### src/verilog/tdm_pkg.sv
// shared constants for the redundant-channel discrepancy monitor
package tdm_pkg;

	// fault description codes
	localparam logic [7:0] CODE_DI_DISC   = 8'hf1;
	localparam logic [7:0] CODE_DO_DISC   = 8'hf3;
	localparam logic [7:0] CODE_AI_DISC   = 8'hf4;

	// output check attempts and scan window
	localparam logic [1:0] MAX_ATTEMPTS   = 2'h3;
	localparam logic [3:0] CHECK_SCANS    = 4'ha;

	// reset values
	localparam logic [7:0] FILT_CNT_RST   = 8'h00;
	localparam logic [3:0] WIN_CNT_RST    = 4'h0;
	localparam logic [1:0] ATTEMPT_RST    = 2'h1;

	// percentage arithmetic, voltages in millivolts
	localparam logic [31:0] PCT_SCALE     = 32'h0000_0064;
	localparam logic [31:0] SRC_OFF_PCT   = 32'h0000_001e;
	localparam logic [31:0] SNK_OFF_PCT   = 32'h0000_0046;
	localparam logic [31:0] SHORT_MV      = 32'h0000_0fa0;

	// output check sequence, gray coded
	typedef enum logic [1:0] {
		ST_IDLE = 2'b00,
		ST_POLL = 2'b01,
		ST_RUN  = 2'b11,
		ST_DONE = 2'b10
	} tdm_state_type;

endpackage : tdm_pkg

### src/verilog/tdm_monitor.sv
// discrepancy monitor for a triple-redundant controller
// Overview of operation
// - discrete inputs from buses a, b, c are voted two out of three
// - each copy differing from the voted value raises its own flag
// - any discrete or analog discrepancy sets that input's fault contact
// - an input discrepancy reports only after lasting the filter time
// - discrepancy faults stay latched until a fault reset
// - checks cover discrete inputs, discrete outputs, analog inputs only
// - output blocks are polled; answer names output and controller
// - controller output data differing from voted state sets fault bits
// - output checks start only while no autotest is in progress; one in the window aborts them
// - redundant output blocks, or enabled non-redundant ones, are checked
// - output change during a check retries it, three attempts at most
// - fast toggling outputs discard the result and log incomplete check
// - incomplete check message gives rack, slot and bus position
// - analog threshold band is a percentage of the voted value
// - analog voted value is the median of three readings
// - analog limit band is a percentage of full scale
// - analog channel discrepant only when both bands are exceeded
// - up to two analog channels may be discrepant at once
// - source tristate: off below 30%, on mid, short above supply-4V
// - sink tristate: short below 4V, on mid, off above 70%
// - logged faults carry codes f1, f3 and f4
module tdm_monitor
	import tdm_pkg::*;
#(
	parameter int NDI = 8,
	parameter int NDO = 8,
	parameter int AW  = 16
) (
	// clock and reset
	input  wire logic                   clk,
	input  wire logic                   rst_n,
	// scan timing and global fault reset
	input  wire logic                   scan_pulse,
	input  wire logic                   fault_reset_req,
	input  wire logic [7:0]             filter_scans,
	// discrete inputs as received on each bus
	input  wire logic [NDI-1:0]         din_a,
	input  wire logic [NDI-1:0]         din_b,
	input  wire logic [NDI-1:0]         din_c,
	// discrete input results
	output logic      [NDI-1:0]         voted_din,
	output logic      [NDI-1:0]         di_disc_a,
	output logic      [NDI-1:0]         di_disc_b,
	output logic      [NDI-1:0]         di_disc_c,
	output logic      [NDI-1:0]         di_fault_contact,
	// analog input in engineering units and its bands
	input  wire logic [AW-1:0]          ain_a,
	input  wire logic [AW-1:0]          ain_b,
	input  wire logic [AW-1:0]          ain_c,
	input  wire logic [6:0]             thresh_pct,
	input  wire logic [6:0]             limit_pct,
	input  wire logic [AW-1:0]          full_scale,
	// analog input results
	output logic      [AW-1:0]          voted_ain,
	output logic      [2:0]             ai_disc,
	output logic                        ai_fault_contact,
	// output block under check
	input  wire logic                   autotest_busy,
	input  wire logic                   block_redundant,
	input  wire logic                   block_check_en,
	input  wire logic [7:0]             block_rack,
	input  wire logic [7:0]             block_slot,
	input  wire logic [4:0]             serial_bus_position,
	input  wire logic [NDO-1:0]         ctl_out_a,
	input  wire logic [NDO-1:0]         ctl_out_b,
	input  wire logic [NDO-1:0]         ctl_out_c,
	input  wire logic [NDO-1:0]         voted_dout,
	// poll of the block and its answer
	output logic                        poll_req,
	input  wire logic                   poll_ack,
	input  wire logic                   poll_disc,
	input  wire logic [$clog2(NDO)-1:0] poll_output,
	input  wire logic [1:0]             poll_ctl,
	// discrete output results
	output logic      [NDO-1:0]         do_disc_a,
	output logic      [NDO-1:0]         do_disc_b,
	output logic      [NDO-1:0]         do_disc_c,
	output logic      [NDO-1:0]         do_fault_contact,
	// incomplete check message
	output logic                        inc_valid,
	output logic      [7:0]             inc_rack,
	output logic      [7:0]             inc_slot,
	output logic      [4:0]             inc_position,
	// fault log event
	output logic                        log_valid,
	output logic      [7:0]             log_code,
	// tristate field input in redundancy mode
	input  wire logic                   tri_sink,
	input  wire logic [15:0]            tri_mv,
	input  wire logic [15:0]            supply_mv,
	output logic                        tri_value,
	output logic                        tri_on,
	output logic                        tri_short
);

	// fault reset acts at every scan while it is requested
	wire clear = fault_reset_req && scan_pulse;
	// discrete vote and raw per-copy mismatch
	wire [NDI-1:0] vote = (din_a & din_b) | (din_b & din_c)
		| (din_a & din_c);
	wire [NDI-1:0] raw_a = din_a ^ vote;
	wire [NDI-1:0] raw_b = din_b ^ vote;
	wire [NDI-1:0] raw_c = din_c ^ vote;
	// one filter per input per copy
	genvar gi;
	generate
		for (gi = 0; gi < NDI; gi++) begin : g_di
			tdm_filter u_fa (.clk(clk), .rst_n(rst_n),
				.scan_pulse(scan_pulse), .clear(clear),
				.filter_scans(filter_scans), .raw(raw_a[gi]),
				.latched(di_disc_a[gi]));
			tdm_filter u_fb (.clk(clk), .rst_n(rst_n),
				.scan_pulse(scan_pulse), .clear(clear),
				.filter_scans(filter_scans), .raw(raw_b[gi]),
				.latched(di_disc_b[gi]));
			tdm_filter u_fc (.clk(clk), .rst_n(rst_n),
				.scan_pulse(scan_pulse), .clear(clear),
				.filter_scans(filter_scans), .raw(raw_c[gi]),
				.latched(di_disc_c[gi]));
		end
	endgenerate
	assign di_fault_contact = di_disc_a | di_disc_b | di_disc_c;

	// analog median: the middle reading never deviates from itself,
	// so at most two channels can be newly flagged in one scan
	wire [AW-1:0] mn_ab = (ain_a < ain_b) ? ain_a : ain_b;
	wire [AW-1:0] mx_ab = (ain_a < ain_b) ? ain_b : ain_a;
	wire [AW-1:0] hi_c  = (mx_ab < ain_c) ? mx_ab : ain_c;
	wire [AW-1:0] med   = (mn_ab < hi_c) ? hi_c : mn_ab;
	wire [AW-1:0] ain [3];
	assign ain[0] = ain_a;
	assign ain[1] = ain_b;
	assign ain[2] = ain_c;
	// band checks in scaled percent, 32 bits covers 16-bit values
	wire [31:0] thr_lim = 32'(thresh_pct) * 32'(med);
	wire [31:0] fs_lim  = 32'(limit_pct) * 32'(full_scale);
	wire [2:0]  ai_raw;

	generate
		for (gi = 0; gi < 3; gi++) begin : g_ai
			wire [AW-1:0] dev = (ain[gi] > med) ? ain[gi] - med
				: med - ain[gi];
			wire [31:0] dev_s = 32'(dev) * PCT_SCALE;
			wire over_thr = dev_s > thr_lim;
			wire over_lim = dev_s > fs_lim;
			assign ai_raw[gi] = over_thr && over_lim;
			tdm_filter u_fa (.clk(clk), .rst_n(rst_n),
				.scan_pulse(scan_pulse), .clear(clear),
				.filter_scans(filter_scans), .raw(ai_raw[gi]),
				.latched(ai_disc[gi]));
		end
	endgenerate
	assign ai_fault_contact = |ai_disc;

	// voted values registered once per scan
	always_ff @(posedge clk or negedge rst_n) begin
		if (!rst_n) begin
			voted_din <= '0;
			voted_ain <= '0;
		end else if (scan_pulse) begin
			voted_din <= vote;
			voted_ain <= med;
		end
	end

	// analog outputs get no monitor; only the three kinds above
	// ---------------- output discrepancy check ----------------
	tdm_state_type   state_reg, state_next;
	logic [NDO-1:0]  snap_reg;
	logic [3:0]      win_reg;
	logic [1:0]      att_reg;

	wire check_ok   = block_redundant || block_check_en;
	wire start      = scan_pulse && check_ok && !autotest_busy;
	wire moved      = voted_dout != snap_reg;
	wire last_try   = att_reg == MAX_ATTEMPTS;
	// window spans the ten scans an output must hold still
	wire win_end    = win_reg == CHECK_SCANS - 4'h1;
	wire run_scan   = (state_reg == ST_RUN) && scan_pulse;
	wire give_up    = run_scan && moved && last_try;
	wire retry      = run_scan && moved && !last_try;
	wire poll_take  = (state_reg == ST_POLL) && poll_ack;
	wire compare    = state_reg == ST_DONE;

	// sequence: poll block, watch a window, then compare
	always_comb begin
		state_next = state_reg;
		unique case (state_reg)
			ST_IDLE: if (start) state_next = ST_POLL;
			ST_POLL: if (poll_ack) state_next = ST_RUN;
			ST_RUN: begin
				if (autotest_busy || give_up)
					state_next = ST_IDLE;
				else if (run_scan && !moved && win_end)
					state_next = ST_DONE;
			end
			ST_DONE: state_next = ST_IDLE;
		endcase
	end

	assign poll_req = state_reg == ST_POLL;

	always_ff @(posedge clk or negedge rst_n) begin
		if (!rst_n) begin
			state_reg <= ST_IDLE;
			snap_reg  <= '0;
			win_reg   <= WIN_CNT_RST;
			att_reg   <= ATTEMPT_RST;
		end else begin
			state_reg <= state_next;
			if (state_reg == ST_IDLE && start) begin
				snap_reg <= voted_dout;
				win_reg  <= WIN_CNT_RST;
				att_reg  <= ATTEMPT_RST;
			end else if (retry) begin
				snap_reg <= voted_dout;
				win_reg  <= WIN_CNT_RST;
				att_reg  <= att_reg + 2'h1;
			end else if (run_scan) begin
				win_reg  <= win_reg + 4'h1;
			end
		end
	end

	// mismatch sources: the final compare and the block's own answer
	logic [NDO-1:0] pol_a, pol_b, pol_c;
	always_comb begin
		pol_a = '0;
		pol_b = '0;
		pol_c = '0;
		if (poll_take && poll_disc) begin
			pol_a[poll_output] = poll_ctl == 2'h0;
			pol_b[poll_output] = poll_ctl == 2'h1;
			pol_c[poll_output] = poll_ctl == 2'h2;
		end
	end

	wire [NDO-1:0] cmp_a = compare ? ctl_out_a ^ voted_dout : '0;
	wire [NDO-1:0] cmp_b = compare ? ctl_out_b ^ voted_dout : '0;
	wire [NDO-1:0] cmp_c = compare ? ctl_out_c ^ voted_dout : '0;
	// clear wins in its own cycle; a persisting mismatch re-latches
	always_ff @(posedge clk or negedge rst_n) begin
		if (!rst_n) begin
			do_disc_a <= '0;
			do_disc_b <= '0;
			do_disc_c <= '0;
		end else if (clear) begin
			do_disc_a <= '0;
			do_disc_b <= '0;
			do_disc_c <= '0;
		end else begin
			do_disc_a <= do_disc_a | cmp_a | pol_a;
			do_disc_b <= do_disc_b | cmp_b | pol_b;
			do_disc_c <= do_disc_c | cmp_c | pol_c;
		end
	end

	assign do_fault_contact = do_disc_a | do_disc_b | do_disc_c;

	// incomplete-check message names the block's location
	always_ff @(posedge clk or negedge rst_n) begin
		if (!rst_n) begin
			inc_valid    <= 1'b0;
			inc_rack     <= 8'h00;
			inc_slot     <= 8'h00;
			inc_position <= 5'h00;
		end else begin
			inc_valid <= give_up;
			if (give_up) begin
				inc_rack     <= block_rack;
				inc_slot     <= block_slot;
				inc_position <= serial_bus_position;
			end
		end
	end
	// ---------------- fault log events ----------------
	// one event per cycle; simultaneous new faults of lower
	// priority are still latched but share the single entry
	wire [NDI-1:0] di_all = di_disc_a | di_disc_b | di_disc_c;
	wire [NDO-1:0] do_all = do_fault_contact;
	logic [NDI-1:0] di_prev;
	logic [NDO-1:0] do_prev;
	logic [2:0]     ai_prev;

	wire new_di = |(di_all & ~di_prev);
	wire new_do = |(do_all & ~do_prev);
	wire new_ai = |(ai_disc & ~ai_prev);
	wire [7:0] code_sel = new_di ? CODE_DI_DISC
		: new_do ? CODE_DO_DISC : CODE_AI_DISC;

	always_ff @(posedge clk or negedge rst_n) begin
		if (!rst_n) begin
			di_prev   <= '0;
			do_prev   <= '0;
			ai_prev   <= 3'h0;
			log_valid <= 1'b0;
			log_code  <= 8'h00;
		end else begin
			di_prev   <= di_all;
			do_prev   <= do_all;
			ai_prev   <= ai_disc;
			log_valid <= new_di || new_do || new_ai;
			if (new_di || new_do || new_ai)
				log_code <= code_sel;
		end
	end

	// ---------------- tristate classification ----------------
	wire [31:0] v_s    = 32'(tri_mv) * PCT_SCALE;
	wire [31:0] src_lo = SRC_OFF_PCT * 32'(supply_mv);
	wire [31:0] snk_hi = SNK_OFF_PCT * 32'(supply_mv);
	wire [31:0] v32    = 32'(tri_mv);
	wire [31:0] top    = 32'(supply_mv);
	wire src_off   = v_s < src_lo;
	wire src_short = v32 + SHORT_MV > top;
	wire snk_short = v32 < SHORT_MV;
	wire snk_off   = v_s > snk_hi;
	wire t_short   = tri_sink ? snk_short : (src_short && !src_off);
	wire t_off     = tri_sink ? (snk_off && !snk_short) : src_off;

	always_ff @(posedge clk or negedge rst_n) begin
		if (!rst_n) begin
			tri_value <= 1'b0;
			tri_on    <= 1'b0;
			tri_short <= 1'b0;
		end else if (scan_pulse) begin
			tri_short <= t_short;
			tri_on    <= !t_short && !t_off;
			tri_value <= !t_off;
		end
	end

endmodule : tdm_monitor

### src/verilog/tdm_filter.sv
// persistence filter and fault latch for one discrepancy channel
module tdm_filter
	import tdm_pkg::*;
(
	// clock and reset
	input  wire logic       clk,
	input  wire logic       rst_n,
	// scan timing and fault reset
	input  wire logic       scan_pulse,
	input  wire logic       clear,
	input  wire logic [7:0] filter_scans,
	// raw mismatch and latched fault
	input  wire logic       raw,
	output logic            latched
);

	logic [7:0] cnt_reg;
	logic [7:0] cnt_next;
	logic       latched_next;
	wire        persisted;

	// persisted once the mismatch has lasted the filter time
	assign persisted = raw && (cnt_reg >= filter_scans);

	// count consecutive scans with the mismatch present
	always_comb begin
		cnt_next = cnt_reg;
		if (scan_pulse) begin
			if (!raw)
				cnt_next = FILT_CNT_RST;
			else if (cnt_reg != 8'hff)
				cnt_next = cnt_reg + 8'h01;
		end
	end

	// clear beats a same-cycle detection; the counter keeps its
	// value so the still-present fault latches at the next scan
	always_comb begin
		latched_next = latched;
		if (clear)
			latched_next = 1'b0;
		else if (scan_pulse && persisted)
			latched_next = 1'b1;
	end

	always_ff @(posedge clk or negedge rst_n) begin
		if (!rst_n) begin
			cnt_reg <= FILT_CNT_RST;
			latched <= 1'b0;
		end else begin
			cnt_reg <= cnt_next;
			latched <= latched_next;
		end
	end

endmodule : tdm_filter

### config.mk
export PLATFORM = sky130hd
export DESIGN_NAME = tdm_monitor
export DESIGN_NICKNAME = d
export VERILOG_FILES = /design/src/verilog/tdm_pkg.sv /design/src/verilog/tdm_monitor.sv /design/src/verilog/tdm_filter.sv
export SDC_FILE = /design/constraint.sdc
export NUM_CORES = 2
export LEC_CHECK = 0
export BUFFER_PORTS_ARGS = -buffer_cell sky130_fd_sc_hd__clkbuf_2
export CAP_MARGIN = 20
export CORE_MARGIN = 2
export CORE_UTILIZATION = 40
export DETAILED_ROUTE_END_ITERATION = 12
export SETUP_SLACK_MARGIN = 0.05
export SLEW_MARGIN = 20
export SYNTH_ARGS = -nofsm -noshare
export SYNTH_HDL_FRONTEND = slang
export SYNTH_HIERARCHICAL = 1
export SYNTH_SLANG_ARGS = --single-unit
### constraint.sdc
create_clock -name clk -period 2.7 [get_ports clk]
set_input_delay 0.405 -clock clk [delete_from_list [all_inputs] [get_ports clk]]
set_output_delay 0.405 -clock clk [all_outputs]
set_load 0.005 [all_outputs]
==> results.sh <==
export IMPL_die_area_mm2=0.130
export IMPL_vias_per_cell=5.29
export IMPL_finalWeightedCongestion=0.997
export IMPL_routed_wl_met2_um=73900
export IMPL_ys_top_cells_by_count="934 x ha_1, 891 x inv_1, 493 x nand2_1"
export IMPL_register_area_mm2=0.00891
export IMPL_post_synth_top_area_fraction=0.230
export IMPL_met3_wire_length_um=6240
export IMPL_io_pins=337
export IMPL_cts_root_to_sink_buffers=3
export IMPL_route_layer_met1_wl_um=72200
export IMPL_netlist_top_cell_by_area="ha_1"
export IMPL_vias=47900
export IMPL_synth_distinct_cells=93
export IMPL_pre_cts_ws_ns=-11.51
export IMPL_yosys_top_cells_area="ha_1 23%, dfrtp_1 17%, fa_1 9.0%, inv_1 6.6%, a21oi_1 3.9%"
export IMPL_timing_critical_path_required_ns=3.19
export IMPL_nFillCells=11600
export IMPL_rsz0062_at_grt="true"
export IMPL_die_width_um=361
export IMPL_numCtsBuffers=45
export IMPL_path_class="in -> reg"
export IMPL_crit_path_max_fanout=11
export IMPL_highest_clock_rate_ghz=0.0764
export IMPL_drive_gt1_frac=0.288
export IMPL_finalCriticalPeriod_ns=13.09
export IMPL_syn_num_nets=7259
export IMPL_core_rowCount=130
export IMPL_core_area_mm2=0.126
export IMPL_ys_ff_latch=356
export IMPL_worst_setup_path_end_kind="flop"
export IMPL_dp_hpwl_um=128000
export IMPL_slew_limit_headroom=0.250
export IMPL_clkSinkCount=356
export IMPL_drc=0
export IMPL_clk_insertion_delay_late_ns=0.62
export IMPL_max_cap_violations=0
export IMPL_placement_cell_area_mm2=0.0629
export IMPL_hold_path_class="in -> reg"
export IMPL_synth_most_common_cell="ha_1"
export IMPL_final_nets=8736
export IMPL_yosysWarningCount=6
export IMPL_synth_edf_count=0
export IMPL_areaGrowthSynthToFinish_pct=32.7
export IMPL_number_of_nets_still_failing_antenna_checks_after_routing=0
export IMPL_cp_arrival_ns=13.58
export IMPL_dr_max_layer_used="met5"
export IMPL_final_area_mm2=0.0675
export IMPL_critical_path_cell_with_the_highest_stage_delay="or4_4"
export IMPL_synthesis_area_per_instance_um2=8.65
export IMPL_htreeDepth=2
export IMPL_top_cell_by_count_worst_path="buf_4"
export IMPL_hold_viol=0
export IMPL_worstMarginPinSlew_ns=1.12
export IMPL_clk_root_buffer_cell="clkbuf_16"
export IMPL_status="finished with violations"
export IMPL_synth_yosys_seq_area_share=0.175
export IMPL_multi_input_area_mm2=0.0399
export IMPL_place_port_buffers=335
export IMPL_firstDrtPassIters=5
export IMPL_crit_path_max_incr_delay_ns=0.51
export IMPL_report_final_setup_viol=46
export IMPL_floorplan_die_height_um=361
export IMPL_layout_core_utilization=0.537
export IMPL_combined_global_route_utilization_of_all_metal_layers=0.239
export IMPL_antenna_found_initial=8
export IMPL_routed_len_inst_um=17.5
export IMPL_fin_crit_sh=4.85
export IMPL_drt_first_iter_violations=2857
export IMPL_global_route_wire_length_before_repair_um=255000
export IMPL_synthArstFlopShare=1.00
export IMPL_remaining_global_route_overflow=0
export IMPL_worst_setup_path_start_kind="input port"
export IMPL_dominantRegCellSynth="dfrtp_1"
export IMPL_postLayoutSetupSlackWorst_ns=-10.39
export IMPL_initial_core_utilization=0.404
export IMPL_failed_checks="negative setup slack"
export IMPL_synthesis_area_mm2=0.0509
export IMPL_grt_pass1_vias=47800
export IMPL_clock_tree_from_tritoncts="done"
export IMPL_fin_skew_ns=0.0369
export IMPL_final_setup_tns_ns=-332.08
export IMPL_grt_start_max_net_pins=95
export IMPL_clkTransAtPathRegs_ns=0.06
export IMPL_postSynthCellCount=5886
export IMPL_total_routed_length_um=158000
export IMPL_slew_viol_final=0
[layer usage]
metal | GRT usage | vias to the layer above
met4 | 0.0799 | 2
met3 | 0.0245 | 258
met2 | 0.402 | 1052
met5 | 0 | -
met1 | 0.319 | 22900
li1 | - | 23600
[through the flow]
step,hold WS [ns],std cells
final,0.0669,9049
after global routing,0.0430,9046
after CTS,0.0173,9003
after detailed placement,0.373,8823
after global placement,0.371,8823
after floorplan,0.109,5886
[final cells by class]
cell class	instances	area share
timing repair buffer	1569	0.175
multi-input combinational	4500	0.590
tap	1650	0.0306
sequential	356	0.132
clock inverter	18	0.00350
inverter	891	0.0498
antenna	6	0.000222
clock buffer	59	0.0189
[final timing paths]
kind / slack, ns / to / cells past startpoint / start
max: -10.39 / g_ai[1].u_fa/cnt_reg[0] / 75 / ain_b[14]
min: 0.07 / inc_slot[3] / 3 / block_slot[3]
max reg2reg: 0.50 / log_code[4] / 5 / g_di[1].u_fb/latched
min reg2reg: 0.47 / inc_rack[0] / 2 / inc_rack[0]
max in group asynchronous: 1.60 / g_di[0].u_fa/cnt_reg[4] / 3 / rst_n
min in group asynchronous: 0.31 / voted_din[3] / 2 / rst_n
[worst max-delay path, delay by kind of cell]
family          cells  cell delay [ns]
fa+ha+maj           9             2.49
simple gates       14             2.75
buf+inv            22             2.75
compound gates     25             4.20
mux                 3             0.74
xor+xnor            2             0.22
[cell families (layout without fill, tap and decap cells)]
kind of cell | Yosys count | in the layout | share of synthesized area
other | 1 | 7 | 0.0000737
adder cells (fa/ha/maj) | 1171 | 1171 | 0.321
flip-flops | 356 | 356 | 0.175
AND/OR/NAND/NOR | 1645 | 1645 | 0.176
XOR/XNOR | 256 | 256 | 0.0440
multiplexers | 128 | 128 | 0.0300
AO/OA/AOI/OAI | 1298 | 1299 | 0.170
buffers and inverters | 1031 | 2537 | 0.0833
[what timing repair did]
item	4_1_cts	5_1_grt
endpoints found under the setup margin	46	46
resized for setup	184	202
setup buffers	85	46
pin swaps	91	123
hold buffers	19	0
cloned	2	0
endpoints found under the hold margin	66	0
[cell usage in the layout (no fill, tap or decap), types with 138 or more instances in the layout]
cell      count
ha_1        882
o21ai_0     138
nand3_1     151
inv_1       876
dfrtp_1     355
nor2_1      241
buf_4      1120
nor3_1      164
clkbuf_2    330
fa_1        225
nand2_1     483
a21oi_1     359
Power is left out: the tool's default activity adds up to more than one toggle a clock period on the data nets, which glitch-free logic cannot reach.
